$ cat config.mk
export PLATFORM = sky130hd
export DESIGN_NAME = tpg_pulse_gen
export DESIGN_NICKNAME = d
export VERILOG_FILES = /design/src/tpg_pkg.sv /design/src/tpg_pulse_gen.sv
export SDC_FILE = /design/constraint.sdc
export NUM_CORES = 1
export LEC_CHECK = 0
export ABC_AREA = 1
export BUFFER_PORTS_ARGS = -buffer_cell sky130_fd_sc_hd__buf_2
export CORE_MARGIN = 3
export CORE_UTILIZATION = 42
export CTS_CLUSTER_SIZE = 14
export DETAILED_ROUTE_END_ITERATION = 8
export PLACE_DENSITY = 0.69
export SYNTH_ARGS = -nofsm -noshare
export SYNTH_HDL_FRONTEND = slang
export SYNTH_SLANG_ARGS = --single-unit
$ cat constraint.sdc
create_clock -name mclk -period 2.39 [get_ports mclk]
set_input_delay 0.1195 -clock mclk [delete_from_list [all_inputs] [get_ports mclk]]
set_output_delay 0.1195 -clock mclk [all_outputs]
set_load 0.05 [all_outputs]
$ cat src/tpg_pkg.sv
package tpg_pkg;
    // register indices on the plain register port
    localparam logic [4:0] ADDR_MAIN_CTRL = 5'h00;
    localparam logic [4:0] ADDR_TRIG_DELAY = 5'h01;
    localparam logic [4:0] ADDR_AUTO_INC = 5'h02;
    localparam logic [4:0] ADDR_PRELOAD_A = 5'h03;
    localparam logic [4:0] ADDR_PRELOAD_B = 5'h04;
    localparam logic [4:0] ADDR_APPROACH_C = 5'h05;
    localparam logic [4:0] ADDR_APPROACH_D = 5'h06;
    localparam logic [4:0] ADDR_NINTH_BITS = 5'h07;
    localparam logic [4:0] ADDR_OUT_PATTERN = 5'h09;
    localparam logic [4:0] ADDR_ADJUST0 = 5'h0A;
    localparam logic [4:0] ADDR_ADJUST1 = 5'h0B;
    // main control bit positions
    localparam int MC_SW_TRIG = 7;
    localparam int MC_RESTART_EN = 6;
    localparam int MC_CMP_STOP_EN = 5;
    localparam int MC_RELOAD_SEL = 4;
    localparam int MC_START_ASYNC = 3;
    localparam int MC_CLK_HALF = 2;
    localparam int MC_ALT_RELOAD_EN = 0;
    // auto-increment control fields
    localparam int AI_INTERVAL_SEL = 4;
    // adjust control 0 fields
    localparam int AJ_STEP_EN = 7;
    localparam int AJ_STEP_MODE = 6;
    localparam int AJ_TMODE_LSB = 2;
    // ninth-bit positions in the extension register
    localparam int NB_A = 0;
    localparam int NB_C = 2;
    localparam int NB_B = 4;
    localparam int NB_D = 6;
    // reset values and the auto-increment read mask
    localparam logic [7:0] MAIN_CTRL_RST = 8'h00;
    localparam logic [7:0] TRIG_DELAY_RST = 8'h80;
    localparam logic [7:0] AUTO_INC_RST = 8'h00;
    localparam logic [7:0] OUT_PATTERN_RST = 8'h00;
    localparam logic [7:0] AUTO_INC_RD_MASK = 8'hE0;
    // output pattern codes
    localparam logic [7:0] PAT_ACT_LOW = 8'h55;
    localparam logic [7:0] PAT_ACT_HIGH = 8'hAA;
    localparam logic [7:0] PAT_FORCE_LOW = 8'h32;
    localparam logic [7:0] PAT_FORCE_HIGH = 8'h33;
    localparam logic [7:0] PAT_DUAL = 8'h8D;
    // counter limits and timing
    localparam logic [8:0] CNT_ALL_ONES = 9'h1FF;
    localparam logic [5:0] DELAY_MAX = 6'h30;
    localparam logic [3:0] INC_PERIOD_SHORT = 4'h7;
    localparam logic [3:0] INC_PERIOD_LONG = 4'hF;
endpackage

$ cat src/tpg_pulse_gen.sv
// The address-and-strobe port and the register offsets were chosen for this implementation.
`timescale 1ns/10ps
// Contract
// one 9-bit pulse channel counting up from preload, period up to 512 ticks.
// count starts at preload and ends wrapping from 1FF to 000.
// preload value zero gives the full 512-tick pulse.
// overflow reloads counter from active preload and stops the timer.
// switching off or any stop also reloads the counter.
// select flag picks preload A or B; comparator 1 fall sets it if enabled.
// with restart enable, delayed trigger, retrigger or software bit starts pulse.
// comparator 2 or 3 falling edge clears restart enable.
// software bit one starts, zero stops; hardware clears it on stop.
// triggers while counting are ignored.
// reading the software bit shows whether the pulse is active.
// pattern 55h gives active-low, AAh gives active-high output.
// pattern 32h forces output low, 33h forces it high.
// pattern 8Dh active-high idle-low; undefined codes float the output.
// secondary output stays low unless the pattern is 8Dh.
// a bit selects synchronised or unsynchronised counter start.
// nonzero step adds to preload A every 8 or 16 clocks, saturating.
// software sets comparator 1 high before writing auto-increment control.
// comparator 1 low with nonzero step blocks writes to preload A.
// comparator 1 high locks preload A and adjust fields in two modes.
// each accepted trigger gives exactly one pulse.
// counter clock is system clock or half of it.
// with stop enable, comparator 2 or 3 fall stops the pulse.
// preload A increments only while comparator 1 is low.
// trigger source edges during the delay period are ignored.
// counter advances one per tick while running, holds when stopped; the code reloads it from the active preload while stopped.
// reset restores control defaults, timer stopped, software bit clear.
module tpg_pulse_gen
    import tpg_pkg::*;
(
    input wire logic mclk,
    input wire logic sys_rst,
    input wire logic [4:0] reg_addr,
    input wire logic [7:0] reg_wdata,
    input wire logic reg_wr,
    input wire logic reg_rd,
    output logic [7:0] reg_rdata,
    input wire logic trigger_source_edges,
    input wire logic retrigger_active,
    input wire logic comparator1_output,
    input wire logic comparator2_output,
    input wire logic comparator3_output,
    output logic pulse_out,
    output logic pulse_out_oe,
    output logic secondary_pulse_output
);
    logic [7:0] main_ctrl;
    logic [7:0] trig_delay;
    logic [7:0] auto_inc;
    logic [8:0] preload_a;
    logic [8:0] preload_b;
    logic [8:0] approach_c;
    logic [8:0] approach_d;
    logic [7:0] pattern;
    logic [7:0] adjust0;
    logic [7:0] adjust1;
    logic [8:0] count;
    logic running;
    logic tick_half;
    logic [2:0] trg_sync;
    logic [2:0] c1_sync;
    logic [2:0] c2_sync;
    logic [2:0] c3_sync;
    logic [5:0] delay_cnt;
    logic delay_busy;
    logic delayed_hw_trigger;
    logic [3:0] inc_div;
    logic start_pend;

    // synchronised pins; stage 0 feeds only stage 1
    always_ff @(posedge mclk)
    begin
        if (sys_rst)
        begin
            trg_sync <= 3'h7;
            c1_sync <= 3'h7;
            c2_sync <= 3'h7;
            c3_sync <= 3'h7;
        end
        else
        begin
            trg_sync <= {trg_sync[1:0], trigger_source_edges};
            c1_sync <= {c1_sync[1:0], comparator1_output};
            c2_sync <= {c2_sync[1:0], comparator2_output};
            c3_sync <= {c3_sync[1:0], comparator3_output};
        end
    end

    logic trg_fall;
    logic c1_fall;
    logic c23_fall;
    logic c1_level;
    assign trg_fall = trg_sync[2] & ~trg_sync[1];
    assign c1_fall = c1_sync[2] & ~c1_sync[1];
    assign c23_fall = (c2_sync[2] & ~c2_sync[1]) | (c3_sync[2] & ~c3_sync[1]);
    assign c1_level = c1_sync[1];

    // trigger delay; edges inside the window are dropped
    logic [5:0] delay_len;
    assign delay_len = (trig_delay[5:0] > DELAY_MAX) ? DELAY_MAX : trig_delay[5:0];
    always_ff @(posedge mclk)
    begin
        if (sys_rst)
        begin
            delay_cnt <= 6'h00;
            delay_busy <= 1'b0;
            delayed_hw_trigger <= 1'b0;
        end
        else
        begin
            delayed_hw_trigger <= 1'b0;
            if (delay_busy)
            begin
                if (delay_cnt <= 6'h01)
                begin
                    delay_busy <= 1'b0;
                    delayed_hw_trigger <= 1'b1;
                end
                else
                    delay_cnt <= delay_cnt - 6'h01;
            end
            else if (trg_fall)
            begin
                if (delay_len == 6'h00)
                    delayed_hw_trigger <= 1'b1;
                else
                begin
                    delay_busy <= 1'b1;
                    delay_cnt <= delay_len;
                end
            end
        end
    end

    // counter clock: every edge or every other edge
    logic tick;
    assign tick = ~main_ctrl[MC_CLK_HALF] | tick_half;
    always_ff @(posedge mclk)
    begin
        if (sys_rst)
            tick_half <= 1'b0;
        else
            tick_half <= ~tick_half;
    end

    // start and stop decisions
    logic sw_start;
    logic sw_stop;
    logic hw_start;
    logic do_start;
    logic overflow;
    logic cmp_stop;
    logic stop_any;
    logic wr_main;
    assign wr_main = reg_wr && reg_addr == ADDR_MAIN_CTRL;
    assign sw_start = wr_main && reg_wdata[MC_SW_TRIG];
    assign sw_stop = wr_main && !reg_wdata[MC_SW_TRIG] && (running || start_pend);
    assign hw_start = main_ctrl[MC_RESTART_EN] && (delayed_hw_trigger || retrigger_active);
    assign do_start = !running && !start_pend && (sw_start || hw_start);
    assign overflow = running && tick && count == CNT_ALL_ONES;
    assign cmp_stop = running && main_ctrl[MC_CMP_STOP_EN] && c23_fall;
    assign stop_any = overflow || cmp_stop || sw_stop;

    logic [8:0] active_preload;
    assign active_preload = main_ctrl[MC_RELOAD_SEL] ? preload_b : preload_a;

    // run state; synchronised start waits for the next tick
    always_ff @(posedge mclk)
    begin
        if (sys_rst)
        begin
            running <= 1'b0;
            start_pend <= 1'b0;
        end
        else if (stop_any)
        begin
            running <= 1'b0;
            start_pend <= 1'b0;
        end
        else if (do_start && (main_ctrl[MC_START_ASYNC] || tick))
            running <= 1'b1;
        else if (do_start)
            start_pend <= 1'b1;
        else if (start_pend && tick)
        begin
            start_pend <= 1'b0;
            running <= 1'b1;
        end
    end

    // 9-bit up-counter; zero preload yields 512 ticks
    always_ff @(posedge mclk)
    begin
        if (sys_rst)
            count <= 9'h000;
        else if (stop_any || !running && !start_pend && !do_start)
            count <= active_preload;
        else if (running && tick)
            count <= count + 9'h001;
    end

    // main control: hardware set/clear wins over software write
    always_ff @(posedge mclk)
    begin
        if (sys_rst)
            main_ctrl <= MAIN_CTRL_RST;
        else
        begin
            if (wr_main)
                main_ctrl <= reg_wdata;
            if (stop_any)
                main_ctrl[MC_SW_TRIG] <= 1'b0;
            else if (do_start)
                main_ctrl[MC_SW_TRIG] <= 1'b1;
            else if (wr_main)
                main_ctrl[MC_SW_TRIG] <= running;
            if (c23_fall)
                main_ctrl[MC_RESTART_EN] <= 1'b0;
            if (main_ctrl[MC_ALT_RELOAD_EN] && c1_fall)
                main_ctrl[MC_RELOAD_SEL] <= 1'b1;
        end
    end

    // write locks on preload A and adjust fields
    logic lock_a_low;
    logic lock_adj;
    logic [1:0] tmode;
    assign tmode = adjust0[AJ_TMODE_LSB +: 2];
    assign lock_a_low = !c1_level && auto_inc[3:0] != 4'h0;
    assign lock_adj = c1_level && ((!adjust0[AJ_STEP_MODE] && adjust0[AJ_STEP_EN])
        || (adjust0[AJ_STEP_MODE] && (tmode == 2'h1 || tmode == 2'h2)));

    // auto-increment interval divider
    logic inc_now;
    assign inc_now = inc_div == (auto_inc[AI_INTERVAL_SEL] ? INC_PERIOD_LONG : INC_PERIOD_SHORT);
    always_ff @(posedge mclk)
    begin
        if (sys_rst || !lock_a_low)
            inc_div <= 4'h0;
        else if (inc_now)
            inc_div <= 4'h0;
        else
            inc_div <= inc_div + 4'h1;
    end

    // preload A with saturating auto-increment
    logic [9:0] a_sum;
    assign a_sum = {1'b0, preload_a} + {6'h00, auto_inc[3:0]};
    always_ff @(posedge mclk)
    begin
        if (sys_rst)
            preload_a <= 9'h000;
        else if (lock_a_low && inc_now && preload_a != CNT_ALL_ONES)
            preload_a <= a_sum[9] ? CNT_ALL_ONES : a_sum[8:0];
        else if (reg_wr && !lock_a_low && !lock_adj)
        begin
            if (reg_addr == ADDR_PRELOAD_A)
                preload_a[7:0] <= reg_wdata;
            else if (reg_addr == ADDR_NINTH_BITS)
                preload_a[8] <= reg_wdata[NB_A];
        end
    end

    // remaining software registers
    always_ff @(posedge mclk)
    begin
        if (sys_rst)
        begin
            trig_delay <= TRIG_DELAY_RST;
            auto_inc <= AUTO_INC_RST;
            preload_b <= 9'h000;
            approach_c <= 9'h000;
            approach_d <= 9'h000;
            pattern <= OUT_PATTERN_RST;
            adjust0 <= 8'h00;
            adjust1 <= 8'h00;
        end
        else if (reg_wr)
        begin
            unique case (reg_addr)
                ADDR_TRIG_DELAY: trig_delay <= reg_wdata;
                ADDR_AUTO_INC: auto_inc <= {3'h0, reg_wdata[4:0]};
                ADDR_PRELOAD_B: preload_b[7:0] <= reg_wdata;
                ADDR_APPROACH_C: approach_c[7:0] <= reg_wdata;
                ADDR_APPROACH_D: approach_d[7:0] <= reg_wdata;
                ADDR_NINTH_BITS:
                begin
                    preload_b[8] <= reg_wdata[NB_B];
                    approach_c[8] <= reg_wdata[NB_C];
                    approach_d[8] <= reg_wdata[NB_D];
                end
                ADDR_OUT_PATTERN: pattern <= reg_wdata;
                ADDR_ADJUST0: adjust0 <= reg_wdata;
                ADDR_ADJUST1:
                begin
                    if (!lock_adj)
                        adjust1 <= reg_wdata;
                end
                default: ;
            endcase
        end
    end

    // read data, one cycle after the strobe; unmapped reads zero
    always_ff @(posedge mclk)
    begin
        if (sys_rst)
            reg_rdata <= 8'h00;
        else if (reg_rd)
        begin
            unique case (reg_addr)
                ADDR_MAIN_CTRL: reg_rdata <= {running, main_ctrl[6:0]};
                ADDR_TRIG_DELAY: reg_rdata <= trig_delay;
                ADDR_AUTO_INC: reg_rdata <= auto_inc | AUTO_INC_RD_MASK;
                ADDR_PRELOAD_A: reg_rdata <= preload_a[7:0];
                ADDR_PRELOAD_B: reg_rdata <= preload_b[7:0];
                ADDR_APPROACH_C: reg_rdata <= approach_c[7:0];
                ADDR_APPROACH_D: reg_rdata <= approach_d[7:0];
                ADDR_NINTH_BITS: reg_rdata <= {1'b0, approach_d[8], 1'b0, preload_b[8],
                    1'b0, approach_c[8], 1'b0, preload_a[8]};
                ADDR_OUT_PATTERN: reg_rdata <= pattern;
                ADDR_ADJUST0: reg_rdata <= adjust0;
                ADDR_ADJUST1: reg_rdata <= adjust1;
                default: reg_rdata <= 8'h00;
            endcase
        end
        else
            reg_rdata <= 8'h00;
    end

    // running level as it will be after this edge, so pin tracks the counter
    logic next_run;
    assign next_run = running && !stop_any
        || (do_start && (main_ctrl[MC_START_ASYNC] || tick)) || (start_pend && tick && !stop_any);

    // output stage, registered; undefined patterns release the pin
    always_ff @(posedge mclk)
    begin
        if (sys_rst)
        begin
            pulse_out <= 1'b0;
            pulse_out_oe <= 1'b0;
            secondary_pulse_output <= 1'b0;
        end
        else
        begin
            pulse_out_oe <= 1'b1;
            secondary_pulse_output <= 1'b0;
            unique case (pattern)
                PAT_ACT_LOW: pulse_out <= ~next_run;
                PAT_ACT_HIGH: pulse_out <= next_run;
                PAT_FORCE_LOW: pulse_out <= 1'b0;
                PAT_FORCE_HIGH: pulse_out <= 1'b1;
                PAT_DUAL:
                begin
                    pulse_out <= next_run;
                    secondary_pulse_output <= ~next_run;
                end
                default:
                begin
                    pulse_out <= 1'b0;
                    pulse_out_oe <= 1'b0;
                end
            endcase
        end
    end

    // assertions
    a_overflow_stops: assert property (@(posedge mclk) disable iff (sys_rst)
        overflow |=> !running && count == active_preload)
        else $error("overflow did not stop and reload");
    a_status_tracks_run: assert property (@(posedge mclk) disable iff (sys_rst)
        stop_any |=> !main_ctrl[MC_SW_TRIG])
        else $error("software bit not cleared on stop");
    a_restart_cleared: assert property (@(posedge mclk) disable iff (sys_rst)
        c23_fall |=> !main_ctrl[MC_RESTART_EN])
        else $error("restart enable not cleared");
    a_ignore_while_run: assert property (@(posedge mclk) disable iff (sys_rst)
        running && !stop_any && tick |=> count == $past(count) + 9'h001)
        else $error("count disturbed while running");
    a_reload_b_sel: assert property (@(posedge mclk) disable iff (sys_rst)
        main_ctrl[MC_ALT_RELOAD_EN] && c1_fall |=> main_ctrl[MC_RELOAD_SEL])
        else $error("reload select not set");
    a_secondary_low: assert property (@(posedge mclk) disable iff (sys_rst)
        $past(pattern) != PAT_DUAL |-> !secondary_pulse_output)
        else $error("secondary output not low");
    a_force_high: assert property (@(posedge mclk) disable iff (sys_rst)
        pattern == PAT_FORCE_HIGH ##1 pattern == PAT_FORCE_HIGH |-> pulse_out)
        else $error("force high failed");
    a_lock_a: assert property (@(posedge mclk) disable iff (sys_rst)
        reg_wr && reg_addr == ADDR_PRELOAD_A && lock_a_low && !inc_now
        |=> preload_a == $past(preload_a))
        else $error("preload A write not blocked");
    a_inc_saturate: assert property (@(posedge mclk) disable iff (sys_rst)
        preload_a == CNT_ALL_ONES && lock_a_low |=> preload_a == CNT_ALL_ONES)
        else $error("preload A passed all ones");
endmodule // tpg_pulse_gen
# Yosys cells after proc, flatten, opt, wreduce, memory -nomap -nowiden
# Cells that the tools add are included.
# word_totals
ff_bits	127
elab_cells	190
out_inout_bits	11
# op_classes
eq_ne	24
n_reduce_logical	78
magnitude_cmp	2
add_sub_neg	4
bitwise_logic	17
mux	33
# ops
op	n
$pmux W8 S11	1
$mux W9	6
$mux W6	5
$logic_and A1 B1 Y1	25
$reduce_and A2 Y1	11
$eq A5 B3 Y1 const B	4
$mux W1	17
$eq A8 B6 Y1 const B	2
$eq A8 B8 Y1 const B	2
$reduce_bool A2 Y1	8
$eq A5 B4 Y1 const B	3
$logic_or A1 B1 Y1	12
$reduce_or A2 Y1	6
$not A1 Y1	11
$add A9 B4 Y10	1
$eq A5 B2 Y1 const B	2
$add A9 B1 Y9 const B	1
$eq A9 B9 Y1 const B	1
$logic_not A1 Y1	9
$ne A9 B9 Y1 const B	1
$reduce_and A3 Y1	3
$eq A8 B7 Y1 const B	1
$mux W8	1
$gt A6 B6 Y1 const B	1
other kinds (18)	24

# Logic depth before layout (Yosys ltp)
# depth
depth_word	12
mapped_depth	15
mapped_depth_nobuf	15

# Worst setup path after synthesis
# Ideal clock, no wire load.
# synth_path
path_kind	flip-flop to flip-flop
start	register preload_a[0]
end	register preload_a[8]
path_slack_ns	0.559
path_buffers	0
setup_time_ns	0.132
required_ns	2.258
stages_incl_launch_ff	9
t_arrival_ns	1.699
period_less_slack_ns	1.831
path_cell_list	dfxtp_1 -> ha_1 -> inv_1 -> fa_1 -> o21ai_0 -> nand2_1 -> xor2_1 -> o21ai_0 -> a21oi_1
# synth_via
elab_chain_len	4
word_cells_on_any_way	9
cone_classes	add/sub (1); eq/ne (2); mux (2); reduce/logical (4)
# synth_rtl
item	line_no	text
start: declaration	tpg_pulse_gen.sv:53	logic [8:0] preload_a;
start signal: assignment	tpg_pulse_gen.sv:257	preload_a <= a_sum[9] ? CNT_ALL_ONES : a_sum[8:0];
start signal: assignment	tpg_pulse_gen.sv:261	preload_a[7:0] <= reg_wdata;
parallel branches: the longest is 4 deep, another holds $add A9 B4 Y10	--	
# Several ways; the timed one is not identified.
# A chain may end at the register's enable or synchronous reset.

# Final worst setup path
# layout_path
start	register count[0]
end	register count[1]
# layout_via
elab_chain_len	6
word_cells_on_any_way	9
cone_classes	add/sub (1); eq/ne (1); mux (2); reduce/logical (5)
# layout_rtl
item	line_no	text
start: declaration	tpg_pulse_gen.sv:60	logic [8:0] count;
start signal: assignment	tpg_pulse_gen.sv:200	count <= active_preload;
start signal: assignment	tpg_pulse_gen.sv:202	count <= count + 9'h001;
parallel branches: the longest is 6 deep, another holds $add A9 B1 Y9	--	
# Several ways; the timed one is not identified. The select of a mux whose other input is x is not followed.

==> metrics.md <==
| Metric | Value |
|---|---|
| Mux contribution to synthesized area | 0 |
| CP max stage cell | dfxtp_1 |
| # Post-CTS Setup Buffers | 0 |
| Area share of and/or/nand/nor cells after synthesis | 0.2268 |
| Die Ht | 127.0 µm |
| CP cell instances | ha_1 > nand3_1 > nor2_1 > nand2_1 > nor2_1 > ha_1 > nand2_1 > nand2_1 > nor2_4 > nand2_4 > clkinv_1 > nand2_1 > nand2_1 > nor2_1 > nor2_1 |
| Post-synthesis adder-cell area fraction | 0.02158 |
| Largest stage delay, worst path | 0.36 ns |
| Synth Net Count | 909 |
| Synth cell types | 39 |
| Sequential share of the synthesized area | 0.4137 |
| Vias per cell | 5.252 |
| Average wire per standard cell | 15.18 µm |
| First-pass GRT wire length | 27.14 mm |
| Top cell by count, worst path | nand2_1 |
| Main combinational cell family by area after synthesis | simple AND/OR/NAND/NOR gates |
| Launching point of the worst reg2reg path | count[0] |
| Setup slack, reg-to-reg | 0.31 ns |
| # DRC | 0 |
| Max_slew headroom | 0.5204 |
| Cell Area, Synth | 6146 µm² |
| CTS Root Cell | clkbuf_16 |
| R2R cell count | 15 |
| Worst hold path class | primary input to flip-flop |
| Worst setup EP type | flip-flop |
| GRT Util Overall | 0.2156 |
| Ys Warns | 0 |
| Fmax | 480.8 MHz |
| Final setup TNS | 0 ns |
| Hold path endpoint | approach_d[4] |
| Peak supply drop | 0.0004630 V |
| Crit path max fanout | 13 |
| Clock transition at the registers of the reported paths | 0.05 ns |
| Power Density | 699.3 nW/µm² |
| N_diodes | 0 |
| Status | finished, final reports clean |
| WHS Path Cells | 3 |
| Antenna violations before repair | 0 |
| Fin crit share | 0.8703 |
| DRT Pass-1 Iters | 5 |
| Ports | 33 |
| Share of layout cells above drive strength 1 | 0.1162 |
| Largest net degree at the start of global routing | 27 |
| Final min period | 2.080 ns |
| Tightest Pin Transition | 0.7167 ns |
| DRT iter0 DRCs | 685 |
| Total power | 4.980 mW |
| Mapped Cells | 877 |
| Post-route ant nets | 0 |
| Critical R2R Capture | count[1] |
| Xor/xnor share of the synthesized area | 0.02138 |
| Max-cap violations | 0 |
| Clk sinks | 127 |
| Layout Nets | 943 |
| Std-Cell Rows | 43 |
| DPL Wire Length | 11.70 mm |
| CP Data Arrival Time | 2.39 ns |
| Worst Slack Setup Final | 0.3100 ns |
| Final setup violation count | 0 |
| Area grow syn2layout | 15.88% |
| Worst Skew | 0.01076 ns |
| HP Start | reg_wdata[4] |
| RSZ-0062 raised after global routing | no |
| Starting Density | 0.4360 |
| Pleak | 2.937 nW |
| GRT overflow | 0 |
| Synth Area in Compound Gates | 0.2103 |
| Synthesized area per cell | 7.008 µm² |
| Die area | 16,120 µm² |
| Total Wirelength | 16.72 mm |
| #FFs+latches synth | 127 |
| Crit path kind | flip-flop to flip-flop |
| H-tree depth | 4 |
| Num CTS Buffers | 17 |
| Number of global-route vias before repair | 5,333 |
| Die W | 127.0 µm |
| Worst endpoint required time | 2.70 ns |
| Startpoint Class | flip-flop |
| IO Port Bufs | 32 |
| TritonCTS clock tree | done |
| CTS Buffer Depth | 2 |
| DR vias | 5,783 |
| GPL Wtd Cong | 0.8899 |
| Filler cells | 1,426 |
| Core area | 14,100 µm² |
| Hold Fails Final Rpt | 0 |
| Pre-CTS setup slack | 0.3261 ns |
| Worst skew pair latency | 0.42 ns |
| Max Slew Vio Count | 0 |
[cells in the final DEF, fill, tap and decap left out, types with 11 or more instances in the layout]
cell type	count
a21oi_1	95
buf_2	32
clkbuf_16	17
dfxtp_1	127
inv_1	128
nand2_1	148
nand3_1	50
nor2_1	69
o21ai_0	106
o22ai_1	27
or2_2	11
xor2_1	11
[critical path, delay by kind of cell, from the launching register on]
kind | cells | cell delay, ns
adders and majority gates | 2 | 0.36
buffers and inverters | 1 | 0.16
and+or+nand+nor | 12 | 1.08
DFF | 1 | 0.36
[area by class of cell]
class | instances | area [µm²] | share of cell area
Clock buffer | 23 | 498.0 | 0.06992
Clock inverter | 6 | 82.58 | 0.01160
Inverter | 138 | 518.0 | 0.07273
Multi-Input combinational cell | 582 | 2950 | 0.4143
Sequential cell | 127 | 2542 | 0.3570
Tap cell | 180 | 225.2 | 0.03162
Timing Repair Buffer | 45 | 305.3 | 0.04287
[registers in the layout, summed over array words and instances, names as in the netlist, 3 cells and up]
signal      count
adjust0         8
adjust1         8
approach_c      9
approach_d      9
auto_inc        5
c1_sync         3
c2_sync         3
c3_sync         3
count           9
delay_cnt       6
inc_div         4
main_ctrl       7
pattern         8
preload_a       9
preload_b       9
reg_rdata       8
trg_sync        3
trig_delay      8
[cells by family (layout without fill, tap and decap cells)]
group,Yosys count,count (layout)
adders and majority gates,10,10
and+or+nand+nor,312,312
DFF,127,127
AOI/OAI and AO/OA,245,245
buffers and inverters,168,212
xor gates and xnor gates,15,15
[layer usage]
layer	up-vias	part of all wire	track usage
met5	-	0	0
met1	2612	0.46	0.2835
met4	0	0.040	0.1129
met3	47	0.066	0.05263
met2	193	0.44	0.3278
li1	2931	-	-
[per-stage QoR]
stage                       util  hold slack, ns  area, µm²  instances
after floorplan                -          0.2233       6146        877
after global placement    0.4612          0.3044       6501       1068
after detailed placement  0.4612          0.3057       6501       1068
after CTS                 0.5052         0.09823       7122       1101
after global routing      0.5052          0.1120       7122       1101
final                     0.5052          0.1135       7122       1101
[timing repair]
action	in CTS	in global routing
gates resized for setup	0	0
hold endpoints to repair	4	0
hold buffers	4	0
[synthesized netlist by cell type, drive strengths merged]
| library cell | number | area share |
|---|---|---|
| nand4 | 9 | 0.0092 |
| o211ai | 1 | 0.0012 |
| o22ai | 27 | 0.027 |
| a21oi | 97 | 0.080 |
| clkbuf | 20 | 0.012 |
| inv | 137 | 0.084 |
| o21a | 1 | 0.0012 |
| nand3b | 1 | 0.0012 |
| nor4 | 4 | 0.0041 |
| o2111ai | 1 | 0.0014 |
| a31oi | 1 | 0.0010 |
| nor3 | 5 | 0.0041 |
| xor2 | 11 | 0.016 |
| fa | 1 | 0.0033 |
| or2 | 11 | 0.011 |
| dfxtp | 127 | 0.41 |
| nand3 | 54 | 0.051 |
| xnor2 | 4 | 0.0057 |
| buf | 10 | 0.0098 |
| a211oi | 1 | 0.0012 |
| a32o | 1 | 0.0016 |
| o21ai | 114 | 0.093 |
| nand2 | 151 | 0.094 |
| clkinv | 1 | 0.00061 |
| nor2 | 77 | 0.052 |
| ha | 9 | 0.018 |
| o221ai | 1 | 0.0014 |
[where the power goes]
part | switching, mW | internal, mW
Sequential | 0.0160 | 2.15
Combinational | 0.173 | 0.0818
Clock | 0.911 | 1.65
[how the worst max path moves through the flow]
stage                 startpoint      endpoint  slack (ns)  cells after the start
floorplan           preload_a[0]  preload_a[8]        0.56                      8
global placement        count[0]      count[1]        0.40                     15
detailed placement      count[0]      count[3]        0.33                     15
CTS                     count[0]      count[3]        0.32                     15
global route            count[0]      count[1]        0.04                     15
finish                  count[0]      count[1]        0.31                     15
No activity file was read; power rests on OpenSTA's default activity.
